--- config.mk ---
export PLATFORM = sky130hd
export DESIGN_NAME = charger_status_fault_flag_regs
export DESIGN_NICKNAME = d
export VERILOG_FILES = /design/src/charger_status_pkg.sv /design/src/charger_status_fault_flag_regs.sv
export VERILOG_INCLUDE_DIRS = /design/src
export SDC_FILE = /design/constraint.sdc
export NUM_CORES = 1
export LEC_CHECK = 0
export BUFFER_PORTS_ARGS = -buffer_cell sky130_fd_sc_hd__buf_2
export CORE_MARGIN = 10
export CORE_UTILIZATION = 45
export CTS_CLUSTER_DIAMETER = 60
export DETAILED_ROUTE_END_ITERATION = 7
export PLACE_DENSITY = 0.67
export SETUP_SLACK_MARGIN = 0.1
export SYNTH_ARGS = -nofsm -noshare
export SYNTH_HDL_FRONTEND = slang
export SYNTH_SLANG_ARGS = --single-unit
--- constraint.sdc ---
create_clock -name clk_sys_in -period 2.4 [get_ports clk_sys_in]
set_input_delay 0.24 -clock clk_sys_in [delete_from_list [all_inputs] [get_ports clk_sys_in]]
set_output_delay 0.24 -clock clk_sys_in [all_outputs]
set_load 0.01 [all_outputs]
--- src/charger_status_cfg.svh ---
`ifndef CHARGER_STATUS_CFG_SVH
`define CHARGER_STATUS_CFG_SVH

`define TEMP_ZONE_STATUS_OFFSET 8'h1f
`define PROT_STATUS_A_OFFSET    8'h20
`define PROT_STATUS_B_OFFSET    8'h21
`define EVENT_FLAGS_A_OFFSET    8'h22
`define STATUS_RESET_VALUE      8'h00

`define TZ_BATT_LOW_BIT         4
`define TZ_COLD_BIT             3
`define TZ_COOL_BIT             2
`define TZ_WARM_BIT             1
`define TZ_HOT_BIT              0

`define PA_DISCHARGE_BIT        7
`define PA_BUS_OV_BIT           6
`define PA_BATT_OV_BIT          5
`define PA_IN_OC_BIT            4
`define PA_BATT_OC_BIT          3
`define PA_CONV_OC_BIT          2
`define PA_IN2_OV_BIT           1
`define PA_IN1_OV_BIT           0

`define PB_SHORT_BIT            7
`define PB_SYS_OV_BIT           6
`define PB_SRC_OV_BIT           5
`define PB_SRC_UV_BIT           4
`define PB_TSHUT_BIT            2

`define FL_ILIM_BIT             7
`define FL_VLIM_BIT             6
`define FL_WDOG_BIT             5
`define FL_WEAK_BIT             4
`define FL_PGOOD_BIT            3
`define FL_IN2_BIT              2
`define FL_IN1_BIT              1
`define FL_BUS_BIT              0

`define EDGE_RISE_MASK          8'hf0
`endif

--- src/charger_status_pkg.sv ---
package charger_status_pkg;
   typedef logic [7:0] reg_byte_type;
endpackage

--- src/charger_status_fault_flag_regs.sv ---
`timescale 1ns/1ps
`include "charger_status_cfg.svh"

module charger_status_fault_flag_regs
   import charger_status_pkg::*;
#(
   parameter int SYNC_STAGES = 2
) (
   input  wire logic       clk_sys_in,                 // 125 mhz clock
   input  wire logic       srst_in,                    // sync reset, high
   input  wire logic       rd_strobe_in,               // one-cycle read
   input  wire logic [7:0] rd_addr_in,                 // register offset
   output logic      [7:0] rd_data_out,                // read data
   output logic            rd_valid_out,               // read answer
   input  wire logic       source_mode_batt_low_in,    // battery too low
   input  wire logic       therm_cold_in,              // cold zone
   input  wire logic       therm_cool_in,              // cool zone
   input  wire logic       therm_warm_in,              // warm zone
   input  wire logic       therm_hot_in,               // hot zone
   input  wire logic       batt_discharge_reg_in,      // discharge reg
   input  wire logic       bus_overvoltage_in,         // bus ovp
   input  wire logic       batt_overvoltage_in,        // battery ovp
   input  wire logic       input_overcurrent_in,       // input ocp
   input  wire logic       batt_overcurrent_in,        // battery ocp
   input  wire logic       converter_overcurrent_in,   // converter ocp
   input  wire logic       second_input_overvoltage_in,// input 2 ovp
   input  wire logic       first_input_overvoltage_in, // input 1 ovp
   input  wire logic       system_short_in,            // sys short
   input  wire logic       system_overvoltage_in,      // sys ovp
   input  wire logic       source_mode_overvoltage_in, // source ovp
   input  wire logic       source_mode_undervoltage_in,// source uvp
   input  wire logic       thermal_shutdown_in,        // thermal shutdown
   input  wire logic       input_current_limit_in,     // current reg
   input  wire logic       input_voltage_limit_in,     // voltage reg
   input  wire logic       watchdog_expiry_in,         // watchdog expired
   input  wire logic       weak_source_in,             // weak source
   input  wire logic       power_good_in,              // power good
   input  wire logic       second_input_present_in,    // input 2 present
   input  wire logic       first_input_present_in,     // input 1 present
   input  wire logic       bus_present_in              // bus present
);

   // the synchroniser logic below is built for exactly two flops
   generate
      if (SYNC_STAGES != 2) begin : g_bad_depth
         $error("SYNC_STAGES must be 2");
      end
   endgenerate

   localparam int NUM_MON = 26;

   // position of each monitor level in the synchronised vector
   localparam int IX_BATT_LOW  = 25;
   localparam int IX_COLD      = 24;
   localparam int IX_COOL      = 23;
   localparam int IX_WARM      = 22;
   localparam int IX_HOT       = 21;
   localparam int IX_DISCHARGE = 20;
   localparam int IX_BUS_OV    = 19;
   localparam int IX_BATT_OV   = 18;
   localparam int IX_IN_OC     = 17;
   localparam int IX_BATT_OC   = 16;
   localparam int IX_CONV_OC   = 15;
   localparam int IX_IN2_OV    = 14;
   localparam int IX_IN1_OV    = 13;
   localparam int IX_SHORT     = 12;
   localparam int IX_SYS_OV    = 11;
   localparam int IX_SRC_OV    = 10;
   localparam int IX_SRC_UV    = 9;
   localparam int IX_TSHUT     = 8;

   wire logic [NUM_MON-1:0] mon_raw;
   wire logic [NUM_MON-1:0] mon_lvl;

   assign mon_raw[IX_BATT_LOW]   = source_mode_batt_low_in;
   assign mon_raw[IX_COLD]       = therm_cold_in;
   assign mon_raw[IX_COOL]       = therm_cool_in;
   assign mon_raw[IX_WARM]       = therm_warm_in;
   assign mon_raw[IX_HOT]        = therm_hot_in;
   assign mon_raw[IX_DISCHARGE]  = batt_discharge_reg_in;
   assign mon_raw[IX_BUS_OV]     = bus_overvoltage_in;
   assign mon_raw[IX_BATT_OV]    = batt_overvoltage_in;
   assign mon_raw[IX_IN_OC]      = input_overcurrent_in;
   assign mon_raw[IX_BATT_OC]    = batt_overcurrent_in;
   assign mon_raw[IX_CONV_OC]    = converter_overcurrent_in;
   assign mon_raw[IX_IN2_OV]     = second_input_overvoltage_in;
   assign mon_raw[IX_IN1_OV]     = first_input_overvoltage_in;
   assign mon_raw[IX_SHORT]      = system_short_in;
   assign mon_raw[IX_SYS_OV]     = system_overvoltage_in;
   assign mon_raw[IX_SRC_OV]     = source_mode_overvoltage_in;
   assign mon_raw[IX_SRC_UV]     = source_mode_undervoltage_in;
   assign mon_raw[IX_TSHUT]      = thermal_shutdown_in;
   assign mon_raw[`FL_ILIM_BIT]  = input_current_limit_in;
   assign mon_raw[`FL_VLIM_BIT]  = input_voltage_limit_in;
   assign mon_raw[`FL_WDOG_BIT]  = watchdog_expiry_in;
   assign mon_raw[`FL_WEAK_BIT]  = weak_source_in;
   assign mon_raw[`FL_PGOOD_BIT] = power_good_in;
   assign mon_raw[`FL_IN2_BIT]   = second_input_present_in;
   assign mon_raw[`FL_IN1_BIT]   = first_input_present_in;
   assign mon_raw[`FL_BUS_BIT]   = bus_present_in;

   // monitor levels come from analog domains, so each passes two flops;
   // nothing but the second flop reads the first
   genvar gi;
   generate
      for (gi = 0; gi < NUM_MON; gi++) begin : g_sync
         logic meta_r;
         logic stable_r;
         always_ff @(posedge clk_sys_in) begin
            if (srst_in) begin
               meta_r   <= 1'b0;
               stable_r <= 1'b0;
            end else begin
               meta_r   <= mon_raw[gi];
               stable_r <= meta_r;
            end
         end
         assign mon_lvl[gi] = stable_r;
      end
   endgenerate

   reg_byte_type tz_img;
   reg_byte_type pa_img;
   reg_byte_type pb_img;

   // reserved bits stay at the reset value, so they always read zero
   always_comb begin
      tz_img                   = `STATUS_RESET_VALUE;
      tz_img[`TZ_BATT_LOW_BIT] = mon_lvl[IX_BATT_LOW];
      tz_img[`TZ_COLD_BIT]     = mon_lvl[IX_COLD];
      tz_img[`TZ_COOL_BIT]     = mon_lvl[IX_COOL];
      tz_img[`TZ_WARM_BIT]     = mon_lvl[IX_WARM];
      tz_img[`TZ_HOT_BIT]      = mon_lvl[IX_HOT];
   end

   always_comb begin
      pa_img                    = `STATUS_RESET_VALUE;
      pa_img[`PA_DISCHARGE_BIT] = mon_lvl[IX_DISCHARGE];
      pa_img[`PA_BUS_OV_BIT]    = mon_lvl[IX_BUS_OV];
      pa_img[`PA_BATT_OV_BIT]   = mon_lvl[IX_BATT_OV];
      pa_img[`PA_IN_OC_BIT]     = mon_lvl[IX_IN_OC];
      pa_img[`PA_BATT_OC_BIT]   = mon_lvl[IX_BATT_OC];
      pa_img[`PA_CONV_OC_BIT]   = mon_lvl[IX_CONV_OC];
      pa_img[`PA_IN2_OV_BIT]    = mon_lvl[IX_IN2_OV];
      pa_img[`PA_IN1_OV_BIT]    = mon_lvl[IX_IN1_OV];
   end

   always_comb begin
      pb_img                 = `STATUS_RESET_VALUE;
      pb_img[`PB_SHORT_BIT]  = mon_lvl[IX_SHORT];
      pb_img[`PB_SYS_OV_BIT] = mon_lvl[IX_SYS_OV];
      pb_img[`PB_SRC_OV_BIT] = mon_lvl[IX_SRC_OV];
      pb_img[`PB_SRC_UV_BIT] = mon_lvl[IX_SRC_UV];
      pb_img[`PB_TSHUT_BIT]  = mon_lvl[IX_TSHUT];
   end

   reg_byte_type ev_lvl;
   reg_byte_type ev_prev_r;
   assign ev_lvl = mon_lvl[7:0];

   // the previous level resets low like the synchroniser, so a level
   // already high after reset raises its flag once
   always_ff @(posedge clk_sys_in) begin
      if (srst_in) begin
         ev_prev_r <= `STATUS_RESET_VALUE;
      end else begin
         ev_prev_r <= ev_lvl;
      end
   end

   localparam logic [7:0] RISE_ONLY = `EDGE_RISE_MASK;

   logic            flag_read;
   wire logic [7:0] flags;

   assign flag_read = rd_strobe_in && (rd_addr_in == `EVENT_FLAGS_A_OFFSET);

   genvar gf;
   generate
      for (gf = 0; gf < 8; gf++) begin : g_flag
         logic hit;
         logic flag_r;
         if (RISE_ONLY[gf]) begin : g_rise
            assign hit = ev_lvl[gf] & ~ev_prev_r[gf];
         end else begin : g_change
            assign hit = ev_lvl[gf] ^ ev_prev_r[gf];
         end
         // an event in the read cycle survives the clear, so none is lost
         always_ff @(posedge clk_sys_in) begin
            if (srst_in) begin
               flag_r <= 1'b0;
            end else if (hit) begin
               flag_r <= 1'b1;
            end else if (flag_read) begin
               flag_r <= 1'b0;
            end
         end
         assign flags[gf] = flag_r;
      end
   endgenerate

   // read data holds between reads; unmapped offsets answer zero
   always_ff @(posedge clk_sys_in) begin
      if (srst_in) begin
         rd_data_out <= `STATUS_RESET_VALUE;
      end else if (rd_strobe_in) begin
         case (rd_addr_in)
            `TEMP_ZONE_STATUS_OFFSET: begin
               rd_data_out <= tz_img;
            end
            `PROT_STATUS_A_OFFSET: begin
               rd_data_out <= pa_img;
            end
            `PROT_STATUS_B_OFFSET: begin
               rd_data_out <= pb_img;
            end
            `EVENT_FLAGS_A_OFFSET: begin
               rd_data_out <= flags;
            end
            default: begin
               rd_data_out <= `STATUS_RESET_VALUE;
            end
         endcase
      end
   end

   always_ff @(posedge clk_sys_in) begin
      if (srst_in) begin
         rd_valid_out <= 1'b0;
      end else begin
         rd_valid_out <= rd_strobe_in;
      end
   end

endmodule // charger_status_fault_flag_regs

==> results.txt, run 1 <==
layout cells sized above 1 -> 24.25%
Initial Util -> 47.28%
max_cap viols -> 0
count leader, synth -> dfxtp_1
max frequency -> 0.8841 GHz
Setup TNS -> 0 ns
Die Span Y -> 94.18 um
Clk pwr share -> 41.0%
clock-pin slew on the worst setup and hold paths -> 0.07 ns
H-tree levels -> 3
initial antenna violation count -> 0
Yosys top cell area share -> 62.25%
critical path cell sequence -> buf_2, nor4b_2, nand4b_2, a21oi_1, nor2_1
HPWL Detailed -> 2.906 mm
Yosys cell types -> 23
combinational fraction of design power -> 5.0%
top post-synthesis cells by count -> dfxtp_1, nor2b_1, a21oi_1, nor2_1
slowest CP cell -> nor4b_2
GRT Util Overall -> 9.951%
largest net degree at the start of global routing -> 59
fin crit share -> 47.13%
CP peak stage delay -> 0.42 ns
CTS buffer count -> 9
Final Non-Filler Cells -> 338
num rows -> 26
register share of total power -> 54.1%
Worst-Skew Late Latency -> 0.33 ns
P per Cell Area -> 839.6 nW/um^2
Buf/Inv on CP -> 1
vias per inst -> 4.512
grt total ovfl -> 0
Via Count -> 1525
fraction of registers with async set/reset -> 0%
TritonRoute pass-1 iters -> 4
Slew headroom -> 64.59%
core area -> 5238 sq um
highest routed layer -> met4
final number of hold-violating endpoints -> 0
Worst Setup End Kind -> flip-flop
Leak Pwr -> 1.272 nW
Peak VDD IR -> 0.3663 mV
worst-path maximum fanout -> 8
DIE WIDTH -> 94.18 um
Ys Warns -> 0
clock sink count -> 77
Slew @ Worst Pin -> 0.5311 ns
met1 wire length -> 1.763 mm
CP top delay family -> simple AND/OR/NAND/NOR gates
Seq/Total Area, Yosys -> 62.25%
Arr. time, crit path -> 1.34 ns
# hold bufs at CTS -> 0
Syn Nets -> 254
area leader, netlist -> dfxtp_1
length of routed met3 wiring -> 357 um
Most used DFF post-synth -> dfxtp_1
post_cts resized -> 0
final WL -> 4.058 mm
Startpoint Class -> input pin
switch share -> 19.64%
post-CTS setup buffer count -> 0
Mapped Cells -> 217
diode count -> 0
Post-route DRC -> 0
clk buf depth -> 2
syn avg cell area -> 11.41 sq um
Met2 Wirelength -> 1.907 mm
Worst Hold Class -> in2reg
routed length per instance -> 12.01 um
top cells by area, synth -> dfxtp_1, nor2b_1, mux2i_1
cell-internal power -> 2.002 mW
die area -> 8870 sq um
Synth-to-Final Area Change -> 19.86%
unrepaired setup endpoints after global routing -> no
Final ANT Viol Nets -> 0
max-slew violation count -> 0
Data required, critical path -> 2.61 ns
Ports -> 46
vias in the first global route -> 1521
final net count -> 301
I/O Buffers -> 45
Root Buffer -> clkbuf_8
skew final -> 0.006510 ns
GP Congestion -> 0.7500
outcome -> complete, no violations
global-route wire length before repair -> 6.748 mm
Period minus WS final -> 1.131 ns
Net Switching -> 0.4893 mW
setup violators final -> 0
critical path type -> in2reg
Cell Area, Synth -> 2476 sq um
# placed instances -> 323
First DRT Iteration DRCs -> 64
CTS tree -> built
Post-synth EDFFs -> 0
Synth Register Bits -> 77
layout make-up:
| cell class | count | area [sq um] |
|---|---|---|
| Fill cell | 472 | 2270 |
| Clock buffer | 11 | 141.4 |
| Clock inverter | 4 | 72.57 |
| Multi-Input combinational cell | 130 | 892.1 |
| Tap cell | 70 | 87.58 |
| Timing Repair Buffer | 46 | 232.7 |
| Sequential cell | 77 | 1541 |
final timing paths:
check,start,endpoint,slack (ns),cells past startpoint
max,rd_addr_in[4],g_flag[7].flag_r,1.27,5
min,input_voltage_limit_in,g_sync[6].meta_r,0.11,2
max reg2reg,g_flag[4].flag_r,rd_data_out[4],1.36,4
min reg2reg,g_sync[4].meta_r,g_sync[4].stable_r,0.43,1
through the flow:
stage	worst slack (ns)	instance area [sq um]	total power [mW]	util [%]	hold WS, ns
3_5_place_dp	0.8860	2754	1.503	52.58	0.4261
3_3_place_gp	0.9947	2754	1.500	52.58	0.4164
6_report	1.269	2968	2.492	56.67	0.1097
5_1_grt	1.160	2968	2.610	56.67	0.1010
4_1_cts	1.265	2968	2.536	56.67	0.08450
2_1_floorplan	1.228	2476	1.454	-	0.3682
worst reg2reg max path, delay by kind of cell, from the launching register on:
family          cells  cell delay, ns
flops               1            0.33
mux                 1            0.13
compound gates      3            0.48
kinds of logic after synthesis:
logic type / count (synthesis) / share of synthesized area (%)
AND/OR/NAND/NOR: 91 / 23.24
flip-flops: 77 / 62.25
AO/OA/AOI/OAI: 27 / 8.135
buffers and inverters: 10 / 1.718
multiplexers: 8 / 3.234
XOR/XNOR: 4 / 1.415
per-layer routing:
metal  global-route usage, %  up-vias
li1                        -      804
met1                   10.27      678
met2                   15.56       41
met3                   4.876        2
met4                   6.835        0
met5                       0        -
placed cells by master, fill, tap and decap left out, drive strengths merged, types with 2 or more instances in the layout:
| cell type | synthesis | layout |
|---|---|---|
| a22o | 7 | 7 |
| nor2b | 66 | 66 |
| bufinv | 0 | 2 |
| nand2b | 3 | 3 |
| nand3 | 3 | 3 |
| dfxtp | 77 | 77 |
| xor2 | 4 | 4 |
| clkbuf | 8 | 11 |
| a21oi | 11 | 11 |
| buf | 2 | 46 |
| o2bb2ai | 8 | 8 |
| nor2 | 10 | 10 |
| mux2i | 8 | 8 |
| and2 | 2 | 2 |
| nand4b | 2 | 2 |
sequential cells by signal, summed over array words and instances (netlist names):
register and flops:
g_flag.flag_r 8, g_sync.meta_r 26, g_sync.stable_r 26, rd_data_out 8, rd_valid_out 1, ev_prev_r 8
power by group through the flow:
stage	clock (mW)	combinational [mW]	sequential, mW
after CTS	1.06	0.125	1.35
after floorplan	0	0.0829	1.37
after detailed placement	0	0.125	1.38
after global routing	1.12	0.141	1.35
final	1.02	0.124	1.35
after global placement	0	0.123	1.38
Note: power is estimated with default switching activity, not from simulation.
==> inputs of run 2 (changes only) <==
Settings changed: ABC_AREA set to 1, PLACE_DENSITY 0.67 to 0.69.
Clock period 2.4 ns to 1 ns, I/O delays scaled along.
==> run 2 against run 1 <==
  * Synthesized cell count increased by 47%
  * Via count up 34%
  * Cell count up 40%
  * Count of clock-buffer cells in the layout stayed put
  * Cell area up 16%
  * Wire length grew 16%
  * Global-route usage is 1.4 points higher
  * Critical path type is now reg2out
==> results.txt, run 2 <==
outcome -> complete, no violations
Fillers -> 490
Post-synth EDFFs -> 0
post-synthesis compound-gate area fraction -> 3.478%
largest net degree at the start of global routing -> 42
grt total ovfl -> 0
Global Route met2 Usage -> 18.85%
Most used DFF post-synth -> dfxtp_1
Critical R2R Capture -> rd_data_out[7]
CTS tree -> built
Slew headroom -> 84.62%
core area -> 5540 sq um
DIE WIDTH -> 95.87 um
global-route wire length before repair -> 8.135 mm
Ys Warns -> 0
Initial Util -> 46.75%
Die Span Y -> 95.87 um
dpl ws -> -0.07029 ns
Setup TNS -> 0 ns
Leak Pwr -> 1.644 nW
vias per inst -> 4.308
final WL -> 4.703 mm
grt met1 use -> 12.04%
clock sink count -> 77
r2r startpoint -> g_sync[20].stable_r
vias in the first global route -> 1946
GRT Util Overall -> 11.35%
clk buf depth -> 2
Period minus WS final -> 0.8804 ns
post-route worst setup slack -> 0.1196 ns
Syn Nets -> 356
commonest non-fill, non-tap cells in the layout -> nor2_1, dfxtp_1, inv_1, buf_2, nand3_1
main combinational cell family by area after synthesis -> simple AND/OR/NAND/NOR gates
final net count -> 434
Hold EP -> rd_valid_out
top post-synthesis cells by count -> dfxtp_1, nor2_1, inv_1, nand3_1, nand2_1
unrepaired setup endpoints after global routing -> yes
area leader, netlist -> dfxtp_1
Yosys cell types -> 17
final instance area -> 3451 sq um
clock-pin slew on the worst setup and hold paths -> 0.07 ns
final number of hold-violating endpoints -> 0
diode count -> 0
Seq/Total Area, Yosys -> 59.52%
Arr. time, crit path -> 0.78 ns
Data required, critical path -> 0.90 ns
worst-path maximum fanout -> 2
slowest CP cell -> dfxtp_2
fraction of synthesized area in multiplexers -> 0%
routed length per instance -> 9.922 um
max frequency -> 1.136 GHz
GP Congestion -> 0.8913
fin crit share -> 88.04%
CP peak stage delay -> 0.33 ns
critical path type -> reg2out
Synth-to-Final Area Change -> 33.24%
Synth Register Bits -> 77
reg2reg setup slack -> 0.23 ns
CP top delay family -> flip-flops
Synth Area in Simple Gates -> 23.09%
max_cap viols -> 0
Via Count -> 2042
skew final -> 0.006713 ns
Worst Hold Class -> in2reg
Post-Synth Adder-Cell Area -> 0%
TritonRoute pass-1 iters -> 4
top cells by area, synth -> dfxtp_1, nor2_1, inv_1
critical path cell sequence -> buf_6
P per Cell Area -> 1679 nW/um^2
reg2reg path depth -> 4
Peak VDD IR -> 1.159 mV
Worst Setup End Kind -> primary output
H-tree levels -> 3
Cell Area, Synth -> 2590 sq um
syn avg cell area -> 8.119 sq um
layout cells sized above 1 -> 21.39%
most used routing layer -> met2
count leader, synth -> dfxtp_1
Startpoint Class -> flip-flop
HP Start -> rd_strobe_in
Buf/Inv on CP -> 1
CTS buffer count -> 9
Post-route DRC -> 0
max-slew violation count -> 0
num rows -> 27
setup violators final -> 0
Ports -> 46
leading registers by flop count -> g_sync.meta_r: 26 flops, g_sync.stable_r: 26 flops
routing usage on met3 -> 5.058%
Slew @ Worst Pin -> 0.2293 ns
initial antenna violation count -> 0
Final ANT Viol Nets -> 0
post-layout util -> 62.29%
Yosys top cell area share -> 59.52%
placed instance area -> 2929 sq um
fraction of registers with async set/reset -> 0%
Worst-Skew Late Latency -> 0.34 ns
worst hold margin -> 0.1458 ns
hold depth -> 3
HPWL Detailed -> 3.325 mm
commonest non-fill, non-tap cell in the layout -> nor2_1
I/O Buffers -> 45
Mapped Cells -> 319
First DRT Iteration DRCs -> 57
XOR/XNOR Fraction of Synth Area -> 1.353%
Root Buffer -> clkbuf_8
die area -> 9190 sq um
-- run 2: timing repair --
item	CTS	global route
endpoints found under the hold margin	26	0
gates resized for setup	16	0
hold buffers	26	0
setup endpoints to repair	8	9
setup buffers	0	1
-- run 2: routing by layer --
layer	wire length, um	share of wire [%]
met2	2305	49
met5	0	0
met1	1963	42
met4	95	2.0
met3	338	7.2
-- run 2: worst max-delay path by stage --
stage	startpoint	end	slack [ns]	cells past startpoint
3_5_place_dp	rd_addr_in[6]	rd_data_out[7]	-0.07	9
5_1_grt	rd_data_out[0]	rd_data_out[0]	0.08	1
2_1_floorplan	rd_addr_in[3]	g_flag[4].flag_r	0.11	6
4_1_cts	rd_data_out[0]	rd_data_out[0]	0.1	1
6_report	rd_data_out[0]	rd_data_out[0]	0.12	1
3_3_place_gp	rd_addr_in[6]	rd_data_out[5]	-0.04	9
-- run 2: area by class of cell --
cell class	instances	area, sq um	area share [%]
flip-flops and latches	77	1551	44.96
multi-input cells	161	723.2	20.96
repair buffers	79	633.1	18.35
inverters	69	259.0	7.505
clock buffers	11	151.4	4.387
well taps	72	90.09	2.611
clock inverters	5	42.54	1.233
-- run 2: kinds of logic after synthesis --
group / after synthesis
AOI/OAI and AO/OA: 18
xor gates and xnor gates: 4
DFF: 77
and+or+nand+nor: 139
buffers and inverters: 81
-- run 2: where the power goes --
group / leakage [nW] / internal [mW] / switching (mW) / total, mW
registers: 0.638 / 3.19 / 0.0454 / 3.24
logic: 0.910 / 0.215 / 0.194 / 0.409
clock network: 0.0961 / 1.06 / 1.09 / 2.15
total: 1.64 / 4.46 / 1.33 / 5.79
-- run 2: metrics by stage --
| stage | cells | power [mW] |
|---|---|---|
| floorplan | 319 | 3.504 |
| global placement | 431 | 3.638 |
| detailed placement | 431 | 3.646 |
| CTS | 473 | 5.872 |
| global route | 474 | 6.064 |
| finish | 474 | 5.793 |
